==> src/hdl/sptr_pkg.sv <==
package sptr_pkg;
    localparam int SPTR_NREG = 4;
    localparam logic [11:0] SPTR_OFF_CSR3 = 12'h080;
    localparam logic [11:0] SPTR_OFF_CSR4 = 12'h084;
    localparam logic [11:0] SPTR_OFF_CSR5 = 12'h088;
    localparam logic [11:0] SPTR_OFF_TL   = 12'h08c;
    localparam logic [3:0][11:0] SPTR_OFFS = {SPTR_OFF_TL, SPTR_OFF_CSR5,
                                              SPTR_OFF_CSR4, SPTR_OFF_CSR3};
    localparam logic [31:0] SPTR_RST_CSR3 = 32'h000f0000;
    localparam logic [31:0] SPTR_RST_CSR4 = 32'h00000000;
    localparam logic [31:0] SPTR_RST_CSR5 = 32'h33083333;
    localparam logic [31:0] SPTR_RST_TL   = 32'h00000094;
    localparam logic [3:0][31:0] SPTR_RSTS = {SPTR_RST_TL, SPTR_RST_CSR5,
                                              SPTR_RST_CSR4, SPTR_RST_CSR3};
    localparam logic [31:0] SPTR_WM_CSR3 = 32'hffffffff;
    localparam logic [31:0] SPTR_WM_CSR4 = 32'h00000000;
    localparam logic [31:0] SPTR_WM_CSR5 = 32'hc0000000;
    localparam logic [31:0] SPTR_WM_TL   = 32'h00000060;
    localparam logic [3:0][31:0] SPTR_WMS = {SPTR_WM_TL, SPTR_WM_CSR5,
                                             SPTR_WM_CSR4, SPTR_WM_CSR3};
    localparam int SPTR_IDX_CSR3 = 0;
    localparam int SPTR_IDX_CSR4 = 1;
    localparam int SPTR_IDX_CSR5 = 2;
    localparam int SPTR_IDX_TL   = 3;
    localparam int SPTR_B5_CFG_SEL   = 11;
    localparam int SPTR_B5_RATE_CTRL = 30;
    localparam int SPTR_B5_GEN1_ONLY = 31;
    localparam int SPTR_BT_PW_BYPASS = 5;
    localparam int SPTR_BT_ORDER_OFF = 6;
    localparam int SPTR_BT_CNT_LO    = 8;
    localparam int SPTR_BT_PORT_DIS  = 10;
    localparam logic [31:0] SPTR_UPSET_CSR5 = 32'h3fffffff;
    localparam logic [31:0] SPTR_UPSET_TL   = 32'h000000ff;
    localparam logic [1:0] SPTR_STRAP_CYC = 2'h3;
    typedef enum logic [1:0] {SPTR_ST_DEFAULT, SPTR_ST_LOAD, SPTR_ST_RUN} sptr_state_t;
endpackage

==> src/hdl/sptr_wr_if.sv <==
interface sptr_wr_if;
    logic        ld_en;
    logic [31:0] ld_mask;
    logic [31:0] ld_data;
    logic        sw_en;
    logic [3:0]  sw_be;
    logic [31:0] sw_data;
    logic [31:0] q;
    modport ctl  (output ld_en, ld_mask, ld_data, sw_en, sw_be, sw_data, input q);
    modport word (input ld_en, ld_mask, ld_data, sw_en, sw_be, sw_data, output q);
endinterface

==> src/hdl/sptr_regs.sv <==
module sptr_regs
    import sptr_pkg::*;
(
    input  wire logic        clk_sys,
    input  wire logic        rst_b,
    input  wire logic        upstream_strap,
    input  wire logic        up_link_down,
    input  wire logic [31:0] up_csr5_in,
    input  wire logic [31:0] up_tl_in,
    input  wire logic        ovr_en,
    input  wire logic        ovr_from_eeprom,
    input  wire logic [11:0] ovr_addr,
    input  wire logic [31:0] ovr_data,
    input  wire logic        ovr_done,
    input  wire logic        cfg_req,
    input  wire logic        cfg_wr,
    input  wire logic [11:0] cfg_addr,
    input  wire logic [3:0]  cfg_be,
    input  wire logic [31:0] cfg_wdata,
    output logic             cfg_ack,
    output logic [31:0]      cfg_rdata,
    output logic [31:0]      csr5_out,
    output logic [31:0]      tl_out,
    output logic             port_disable,
    output logic             relaxed_order_off,
    output logic             posted_write_bypass_off,
    output logic             rate_change_control,
    output logic [1:0]       rate_change_attempt_count,
    output logic             first_speed_only_flag,
    output logic             ready
);
    sptr_state_t state_ff;
    logic [1:0]  cnt_ff;
    logic        strap_s1_ff;
    logic        strap_s2_ff;
    logic        up_ff;
    logic        ack_ff;
    logic [31:0] rdata_ff;
    logic        cfg_take;
    logic        ovr_take;
    logic        def_load;
    logic        cfg_sel;
    logic [31:0] eff_csr5;
    logic [31:0] eff_tl;
    logic [31:0] rd_val;
    logic [3:0][31:0] q;

    sptr_wr_if w [SPTR_NREG] ();

    genvar gi;
    generate
        for (gi = 0; gi < SPTR_NREG; gi++) begin : g_word
            sptr_word #(
                .RST   (SPTR_RSTS[gi]),
                .WMASK (SPTR_WMS[gi])
            ) u_word (
                .clk_sys (clk_sys),
                .rst_b   (rst_b),
                .port    (w[gi])
            );
            assign w[gi].ld_en   = def_load || (ovr_take && ovr_addr == SPTR_OFFS[gi]);
            // Ordering bit masked off non-EEPROM override loads.
            assign w[gi].ld_mask = (!def_load && gi == SPTR_IDX_TL && !ovr_from_eeprom)
                                   ? ~(32'h1 << SPTR_BT_ORDER_OFF) : 32'hffffffff;
            assign w[gi].ld_data = !def_load ? ovr_data :
                                   (gi == SPTR_IDX_CSR5)
                                   ? {SPTR_RSTS[gi][31], strap_s2_ff, SPTR_RSTS[gi][29:0]}
                                   : SPTR_RSTS[gi];
            assign w[gi].sw_en   = cfg_take && cfg_wr && cfg_addr == SPTR_OFFS[gi];
            assign w[gi].sw_be   = cfg_be;
            assign w[gi].sw_data = cfg_wdata;
            assign q[gi]         = w[gi].q;
        end
    endgenerate

    always_ff @(posedge clk_sys or negedge rst_b) begin
        if (!rst_b) begin
            strap_s1_ff <= 1'b0;
            strap_s2_ff <= 1'b0;
        end else begin
            strap_s1_ff <= upstream_strap;
            strap_s2_ff <= strap_s1_ff;
        end
    end

    // Upstream-set fields taken from upstream instance.
    always_comb begin
        eff_csr5 = up_ff ? q[SPTR_IDX_CSR5]
                         : (q[SPTR_IDX_CSR5] & ~SPTR_UPSET_CSR5) | (up_csr5_in & SPTR_UPSET_CSR5);
        eff_tl   = up_ff ? q[SPTR_IDX_TL]
                         : (q[SPTR_IDX_TL] & ~SPTR_UPSET_TL) | (up_tl_in & SPTR_UPSET_TL);
    end

    assign cfg_sel  = eff_csr5[SPTR_B5_CFG_SEL];
    assign def_load = (state_ff == SPTR_ST_DEFAULT) && (cnt_ff == SPTR_STRAP_CYC - 2'h1);
    // Overrides only in the load phase.
    assign ovr_take = ovr_en && (state_ff == SPTR_ST_LOAD);
    assign cfg_take = cfg_req && !ack_ff && (state_ff == SPTR_ST_RUN);

    always_ff @(posedge clk_sys or negedge rst_b) begin
        if (!rst_b) begin
            state_ff <= SPTR_ST_DEFAULT;
            cnt_ff   <= 2'h0;
            up_ff    <= 1'b0;
        end else begin
            case (state_ff)
                SPTR_ST_DEFAULT: begin
                    if (def_load) begin
                        up_ff    <= strap_s2_ff;
                        cnt_ff   <= 2'h0;
                        state_ff <= SPTR_ST_LOAD;
                    end else begin
                        cnt_ff <= cnt_ff + 2'h1;
                    end
                end
                SPTR_ST_LOAD: begin
                    if (ovr_done) begin
                        state_ff <= SPTR_ST_RUN;
                    end
                end
                SPTR_ST_RUN: begin
                    if (up_link_down && !cfg_sel) begin
                        state_ff <= SPTR_ST_DEFAULT;
                    end
                end
                default: begin
                    state_ff <= SPTR_ST_DEFAULT;
                end
            endcase
        end
    end

    always_comb begin
        rd_val = 32'h0;
        if (cfg_addr == SPTR_OFF_CSR3) begin
            rd_val = q[SPTR_IDX_CSR3];
        end else if (cfg_addr == SPTR_OFF_CSR4) begin
            // Only the upstream instance carries this word.
            rd_val = up_ff ? q[SPTR_IDX_CSR4] : 32'h0;
        end else if (cfg_addr == SPTR_OFF_CSR5) begin
            rd_val = eff_csr5;
        end else if (cfg_addr == SPTR_OFF_TL) begin
            rd_val = eff_tl;
        end
    end

    always_ff @(posedge clk_sys or negedge rst_b) begin
        if (!rst_b) begin
            ack_ff   <= 1'b0;
            rdata_ff <= 32'h0;
        end else begin
            ack_ff <= cfg_take;
            if (cfg_take) begin
                rdata_ff <= cfg_wr ? 32'h0 : rd_val;
            end
        end
    end

    always_ff @(posedge clk_sys or negedge rst_b) begin
        if (!rst_b) begin
            port_disable              <= 1'b0;
            relaxed_order_off         <= 1'b0;
            posted_write_bypass_off   <= 1'b0;
            rate_change_control       <= 1'b0;
            rate_change_attempt_count <= 2'h0;
            first_speed_only_flag     <= 1'b0;
            ready                     <= 1'b0;
        end else begin
            port_disable              <= eff_tl[SPTR_BT_PORT_DIS];
            relaxed_order_off         <= eff_tl[SPTR_BT_ORDER_OFF];
            posted_write_bypass_off   <= eff_tl[SPTR_BT_PW_BYPASS];
            rate_change_control       <= eff_csr5[SPTR_B5_RATE_CTRL];
            rate_change_attempt_count <= eff_tl[SPTR_BT_CNT_LO+:2];
            first_speed_only_flag     <= eff_csr5[SPTR_B5_GEN1_ONLY];
            ready                     <= (state_ff == SPTR_ST_RUN);
        end
    end

    assign cfg_ack   = ack_ff;
    assign cfg_rdata = rdata_ff;
    assign csr5_out  = q[SPTR_IDX_CSR5];
    assign tl_out    = q[SPTR_IDX_TL];

    a_linkdown_reset: assert property (@(posedge clk_sys) disable iff (!rst_b)
        state_ff == SPTR_ST_RUN && up_link_down && !cfg_sel |=> state_ff == SPTR_ST_DEFAULT)
        else $error("link-down did not reset configuration");
    a_linkdown_keep: assert property (@(posedge clk_sys) disable iff (!rst_b)
        state_ff == SPTR_ST_RUN && up_link_down && cfg_sel && !cfg_take
        |=> state_ff == SPTR_ST_RUN && $stable(q[SPTR_IDX_CSR3]))
        else $error("configuration lost on link-down");
    a_rate_default: assert property (@(posedge clk_sys) disable iff (!rst_b)
        $rose(state_ff == SPTR_ST_LOAD) |-> q[SPTR_IDX_CSR5][SPTR_B5_RATE_CTRL] == up_ff)
        else $error("rate change control default wrong");
    a_count_default: assert property (@(posedge clk_sys) disable iff (!rst_b)
        $rose(state_ff == SPTR_ST_LOAD) |-> q[SPTR_IDX_TL][SPTR_BT_CNT_LO+:2] == 2'h0)
        else $error("attempt count default not zero");
    a_order_out: assert property (@(posedge clk_sys) disable iff (!rst_b)
        cfg_take && cfg_wr && cfg_addr == SPTR_OFF_TL && cfg_be[0] && up_ff
        |-> ##2 relaxed_order_off == $past(cfg_wdata[SPTR_BT_ORDER_OFF], 2))
        else $error("ordering override not applied");
    a_order_smbus: assert property (@(posedge clk_sys) disable iff (!rst_b)
        ovr_take && !ovr_from_eeprom && ovr_addr == SPTR_OFF_TL
        |=> $stable(q[SPTR_IDX_TL][SPTR_BT_ORDER_OFF]))
        else $error("serial path changed ordering bit");
    a_port_disable: assert property (@(posedge clk_sys) disable iff (!rst_b)
        ##1 port_disable == $past(eff_tl[SPTR_BT_PORT_DIS]))
        else $error("port disable not following field");
    a_ovr_load: assert property (@(posedge clk_sys) disable iff (!rst_b)
        ovr_take && ovr_addr == SPTR_OFF_CSR3 |=> q[SPTR_IDX_CSR3] == $past(ovr_data))
        else $error("override did not load");
    a_up_copy: assert property (@(posedge clk_sys) disable iff (!rst_b)
        cfg_take && !cfg_wr && !up_ff && cfg_addr == SPTR_OFF_CSR5
        |=> cfg_rdata[29:0] == $past(up_csr5_in[29:0]))
        else $error("downstream read its own upstream-set copy");
    a_run_no_ovr: assert property (@(posedge clk_sys) disable iff (!rst_b)
        state_ff == SPTR_ST_RUN && ovr_en && !cfg_take |=> $stable(q[SPTR_IDX_CSR3]))
        else $error("override accepted outside load phase");

    c_linkdown: cover property (@(posedge clk_sys) disable iff (!rst_b)
        state_ff == SPTR_ST_RUN && up_link_down);
    c_eeprom_tl: cover property (@(posedge clk_sys) disable iff (!rst_b)
        ovr_take && ovr_from_eeprom && ovr_addr == SPTR_OFF_TL);
    c_cfg_write: cover property (@(posedge clk_sys) disable iff (!rst_b)
        cfg_take && cfg_wr ##1 cfg_ack);
    c_down_read: cover property (@(posedge clk_sys) disable iff (!rst_b)
        cfg_take && !cfg_wr && !up_ff);
endmodule

==> src/hdl/sptr_word.sv <==
module sptr_word #(
    parameter logic [31:0] RST   = 32'h00000000,
    parameter logic [31:0] WMASK = 32'h00000000
) (
    input  wire logic clk_sys,
    input  wire logic rst_b,
    sptr_wr_if.word   port
);
    logic [31:0] q_ff;
    logic [31:0] sw_mask;

    always_comb begin
        sw_mask = {{8{port.sw_be[3]}}, {8{port.sw_be[2]}},
                   {8{port.sw_be[1]}}, {8{port.sw_be[0]}}} & WMASK;
    end

    // Loads from the default or override path take priority over software writes.
    always_ff @(posedge clk_sys or negedge rst_b) begin
        if (!rst_b) begin
            q_ff <= RST;
        end else if (port.ld_en) begin
            q_ff <= (q_ff & ~port.ld_mask) | (port.ld_data & port.ld_mask);
        end else if (port.sw_en) begin
            q_ff <= (q_ff & ~sw_mask) | (port.sw_data & sw_mask);
        end
    end

    assign port.q = q_ff;
endmodule

==> config.mk <==
export PLATFORM = sky130hd
export DESIGN_NAME = sptr_regs
export DESIGN_NICKNAME = d
export VERILOG_FILES = /design/src/hdl/sptr_pkg.sv /design/src/hdl/sptr_wr_if.sv /design/src/hdl/sptr_regs.sv /design/src/hdl/sptr_word.sv
export SDC_FILE = /design/constraint.sdc
export NUM_CORES = 1
export LEC_CHECK = 0
export BUFFER_PORTS_ARGS = -buffer_cell sky130_fd_sc_hd__buf_2
export CAP_MARGIN = 20
export CORE_MARGIN = 2
export CORE_UTILIZATION = 40
export CTS_CLUSTER_SIZE = 25
export DETAILED_ROUTE_END_ITERATION = 10
export PLACE_DENSITY = 0.66
export SLEW_MARGIN = 20
export SYNTH_ARGS = -nofsm -noshare
export SYNTH_HDL_FRONTEND = slang
export SYNTH_SLANG_ARGS = --single-unit
==> constraint.sdc <==
create_clock -name clk_sys -period 3.4 [get_ports clk_sys]
set_input_delay 0.51 -clock clk_sys [delete_from_list [all_inputs] [get_ports clk_sys]]
set_output_delay 0.51 -clock clk_sys [all_outputs]
set_load 0.01 [all_outputs]
==> results.json <==
{
  "drt_iter0_markers": 503,
  "die_w_um": 151,
  "tns_ps": 0,
  "syn_area_um2": 8670,
  "ioPinCount": 270,
  "p_leak_uw": 0.00495,
  "p_seq_frac": 0.430,
  "start_kind": "flip-flop",
  "crit_type": "reg -> reg",
  "yosysSeqAreaShare": 0.511,
  "numCtsBuffers": 17,
  "worstMarginPinSlew_ps": 931,
  "ys_ff_latch": 176,
  "firstDrtPassIters": 5,
  "vias": 7738,
  "crit_required_ps": 3710,
  "insertion_delay_ps": 430,
  "p_int_uw": 3580,
  "cts_tree": "done",
  "drc": 0,
  "ys.flop_type": "dfrtp_1",
  "cts.path.max_buffers": 2,
  "cp_data_arrival_time_ps": 2620,
  "yosysWarnings": 0,
  "io_buffers": 243,
  "slew_headroom": 0.379,
  "clkTransAtPathRegs_ps": 70,
  "slew_violations": 0,
  "gp_congestion": 0.805,
  "area_growth_pct": 22.5,
  "antenna_left": 0,
  "rsz0062_at_grt": "false",
  "hold_class": "in -> async",
  "switching_share": 0.317,
  "fp-row-count": 53,
  "via_per_inst": 5.47,
  "multi_input_area_um2": 3800,
  "grt_first_pass_wirelength_mm": 43.2,
  "post_cts_buffers": 0,
  "hold_viol_final": 0,
  "p_per_area_nw_per_um2": 493,
  "grt_max_degree": 66,
  "cp-end-kind": "flip-flop",
  "total_power_uw": 5230,
  "finalSetupViolCount": 0,
  "power_frac_comb": 0.187,
  "synth_edf_count": 0,
  "fp.dieH_um": 151,
  "fmax_ghz": 0.433,
  "max-vdd-ir-drop_mv": 0.328,
  "critPathMaxFanout": 34,
  "clock_sinks": 176,
  "status": "completed",
  "synthArstFlopShare": 1.00,
  "core_um2": 21200,
  "root_buffer": "clkbuf_16",
  "synth_area_per_cell_um2": 9.29,
  "regArea_um2": 4430,
  "cts_hold_buf": 0,
  "gr-total-overflow": 0,
  "die-area_um2": 22900,
  "initial_core_util": 0.410,
  "gr-usage-all-layers": 0.251,
  "finalCriticalPeriod_ps": 2310,
  "antenna_found_initial": 0,
  "drive_gt1_frac": 0.325,
  "finalClockSkew_ps": 13.7,
  "layout.nets": 1292,
  "cap_violations": 0,
  "antenna-diode-count": 0,
  "syn_nets": 1099,
  "avgRoutedWirePerCell_um": 20.0,
  "dpl.hpwl_mm": 18.1,
  "synth.distinct_cells": 53,
  "fillers": 2077,
  "ctsHtreeMaxLevel": 4,
  "clockPowerShare": 0.383,
  "drt_wl_total_mm": 28.3,
  "ctsResizeCount": 0,
  "netlist_instances": 934,
  "p_sw_uw": 1660,
  "grt_pass1_vias": 7681,
  "final.period_utilization": 0.680
}
==> layout by cell type (no fill, tap or decap), types with 3 or more instances in the layout <==
cell,instances
buf_2,242
nand2_1,224
dfrtp_1,155
a21oi_1,80
o21ai_0,64
nor2_1,51
mux2i_1,47
nand3_1,31
mux2_2,26
a221oi_1,25
dfstp_2,20
buf_4,20
clkbuf_16,17
o21ai_1,15
a2bb2oi_1,10
nor4_1,8
a22oi_1,8
nor3_1,6
and2_1,6
a221o_1,6
a2111oi_0,5
inv_8,5
or3_1,3
o22ai_1,3
nand4_1,3
or2_2,3
nor2_4,3
nand4b_1,3
nor2_2,3
inv_6,3
clkinv_4,3
buf_12,3
==> area by class of cell <==
cell class                 count  area share
sequential                   176       0.417
clock buffer                  18      0.0413
tap                          275      0.0324
multi-input combinational    663       0.358
clock inverter                14      0.0153
timing repair buffer         266       0.135
inverter                       3     0.00106
==> power groups by stage <==
| stage | registers (uW) | clock network [uW] | logic, uW |
|---|---|---|---|
| floorplan | 2230 | 0 | 591 |
| global placement | 2290 | 0 | 981 |
| detailed placement | 2290 | 0 | 982 |
| CTS | 2250 | 2050 | 984 |
| global route | 2260 | 2130 | 1050 |
| finish | 2250 | 2010 | 977 |
==> per-layer routing <==
layer	vias up	track usage	wire length, um
met3	27	0.0539	2040
met1	3790	0.334	12100
met4	0	0.0729	481
met2	287	0.413	13700
met5	-	0	0
li1	3634	-	-
==> synthesized netlist by cell type, types with 5 or more instances <==
master	count	area share
a2111oi_0	5	0.0050
a21oi_1	80	0.046
a221o_1	6	0.0069
a221oi_1	25	0.025
a22oi_1	8	0.0069
a2bb2oi_1	10	0.010
and2_1	6	0.0043
buf_1	5	0.0022
buf_2	10	0.0058
buf_4	26	0.023
clkbuf_1	49	0.021
dfrtp_1	156	0.45
dfstp_2	20	0.061
mux2_2	26	0.034
mux2i_1	47	0.054
nand2_1	224	0.097
nand3_1	32	0.018
nor2_1	54	0.023
nor3_1	7	0.0040
nor4_1	8	0.0058
o21ai_0	64	0.037
o21ai_1	15	0.0087
==> logic make-up after synthesis <==
family	count (synthesis)	share of synthesized area
and+or+nand+nor	366	0.190
AOI/OAI and AO/OA	224	0.156
DFF	176	0.511
buffers and inverters	95	0.0555
muxes	73	0.0880
==> through the flow <==
stage,worst slack (ps),hold WS (ps),instance area (um2),cells,util
6_report,1090,58.9,10600,1415,0.502
5_1_grt,951,101,10600,1415,0.502
4_1_cts,1080,81.2,10600,1415,0.502
3_5_place_dp,812,337,10000,1383,0.474
3_3_place_gp,845,336,10000,1383,0.474
2_1_floorplan,1440,214,8670,934,-
==> critical path, stage by stage (launching register included) <==
cell,delay (ps)
dfrtp_1,500
nor4b_4,350
nand2_2,190
or4_4,810
nor3_1,270
nor3b_2,70
==> path summary, 6_finish.rpt <==
| kind | endpoint | cells after the start | slack (ps) | from |
|---|---|---|---|---|
| worst max-delay path | flip-flop | 5 | 1090 | state_ff[1] |
| worst min-delay path | g_word[1].u_word.port.q[2] | 1 | 60 | rst_b |
| worst max register to register | flip-flop | 5 | 1090 | state_ff[1] |
| worst min register to register | strap_s2_ff | 0 | 350 | strap_s1_ff |
| max in group asynchronous | g_word[2].u_word.port.q[28] | 2 | 2420 | rst_b |
| min in group clk_sys | strap_s1_ff | 1 | 190 | upstream_strap |
Power figures use the tool's default switching activity.
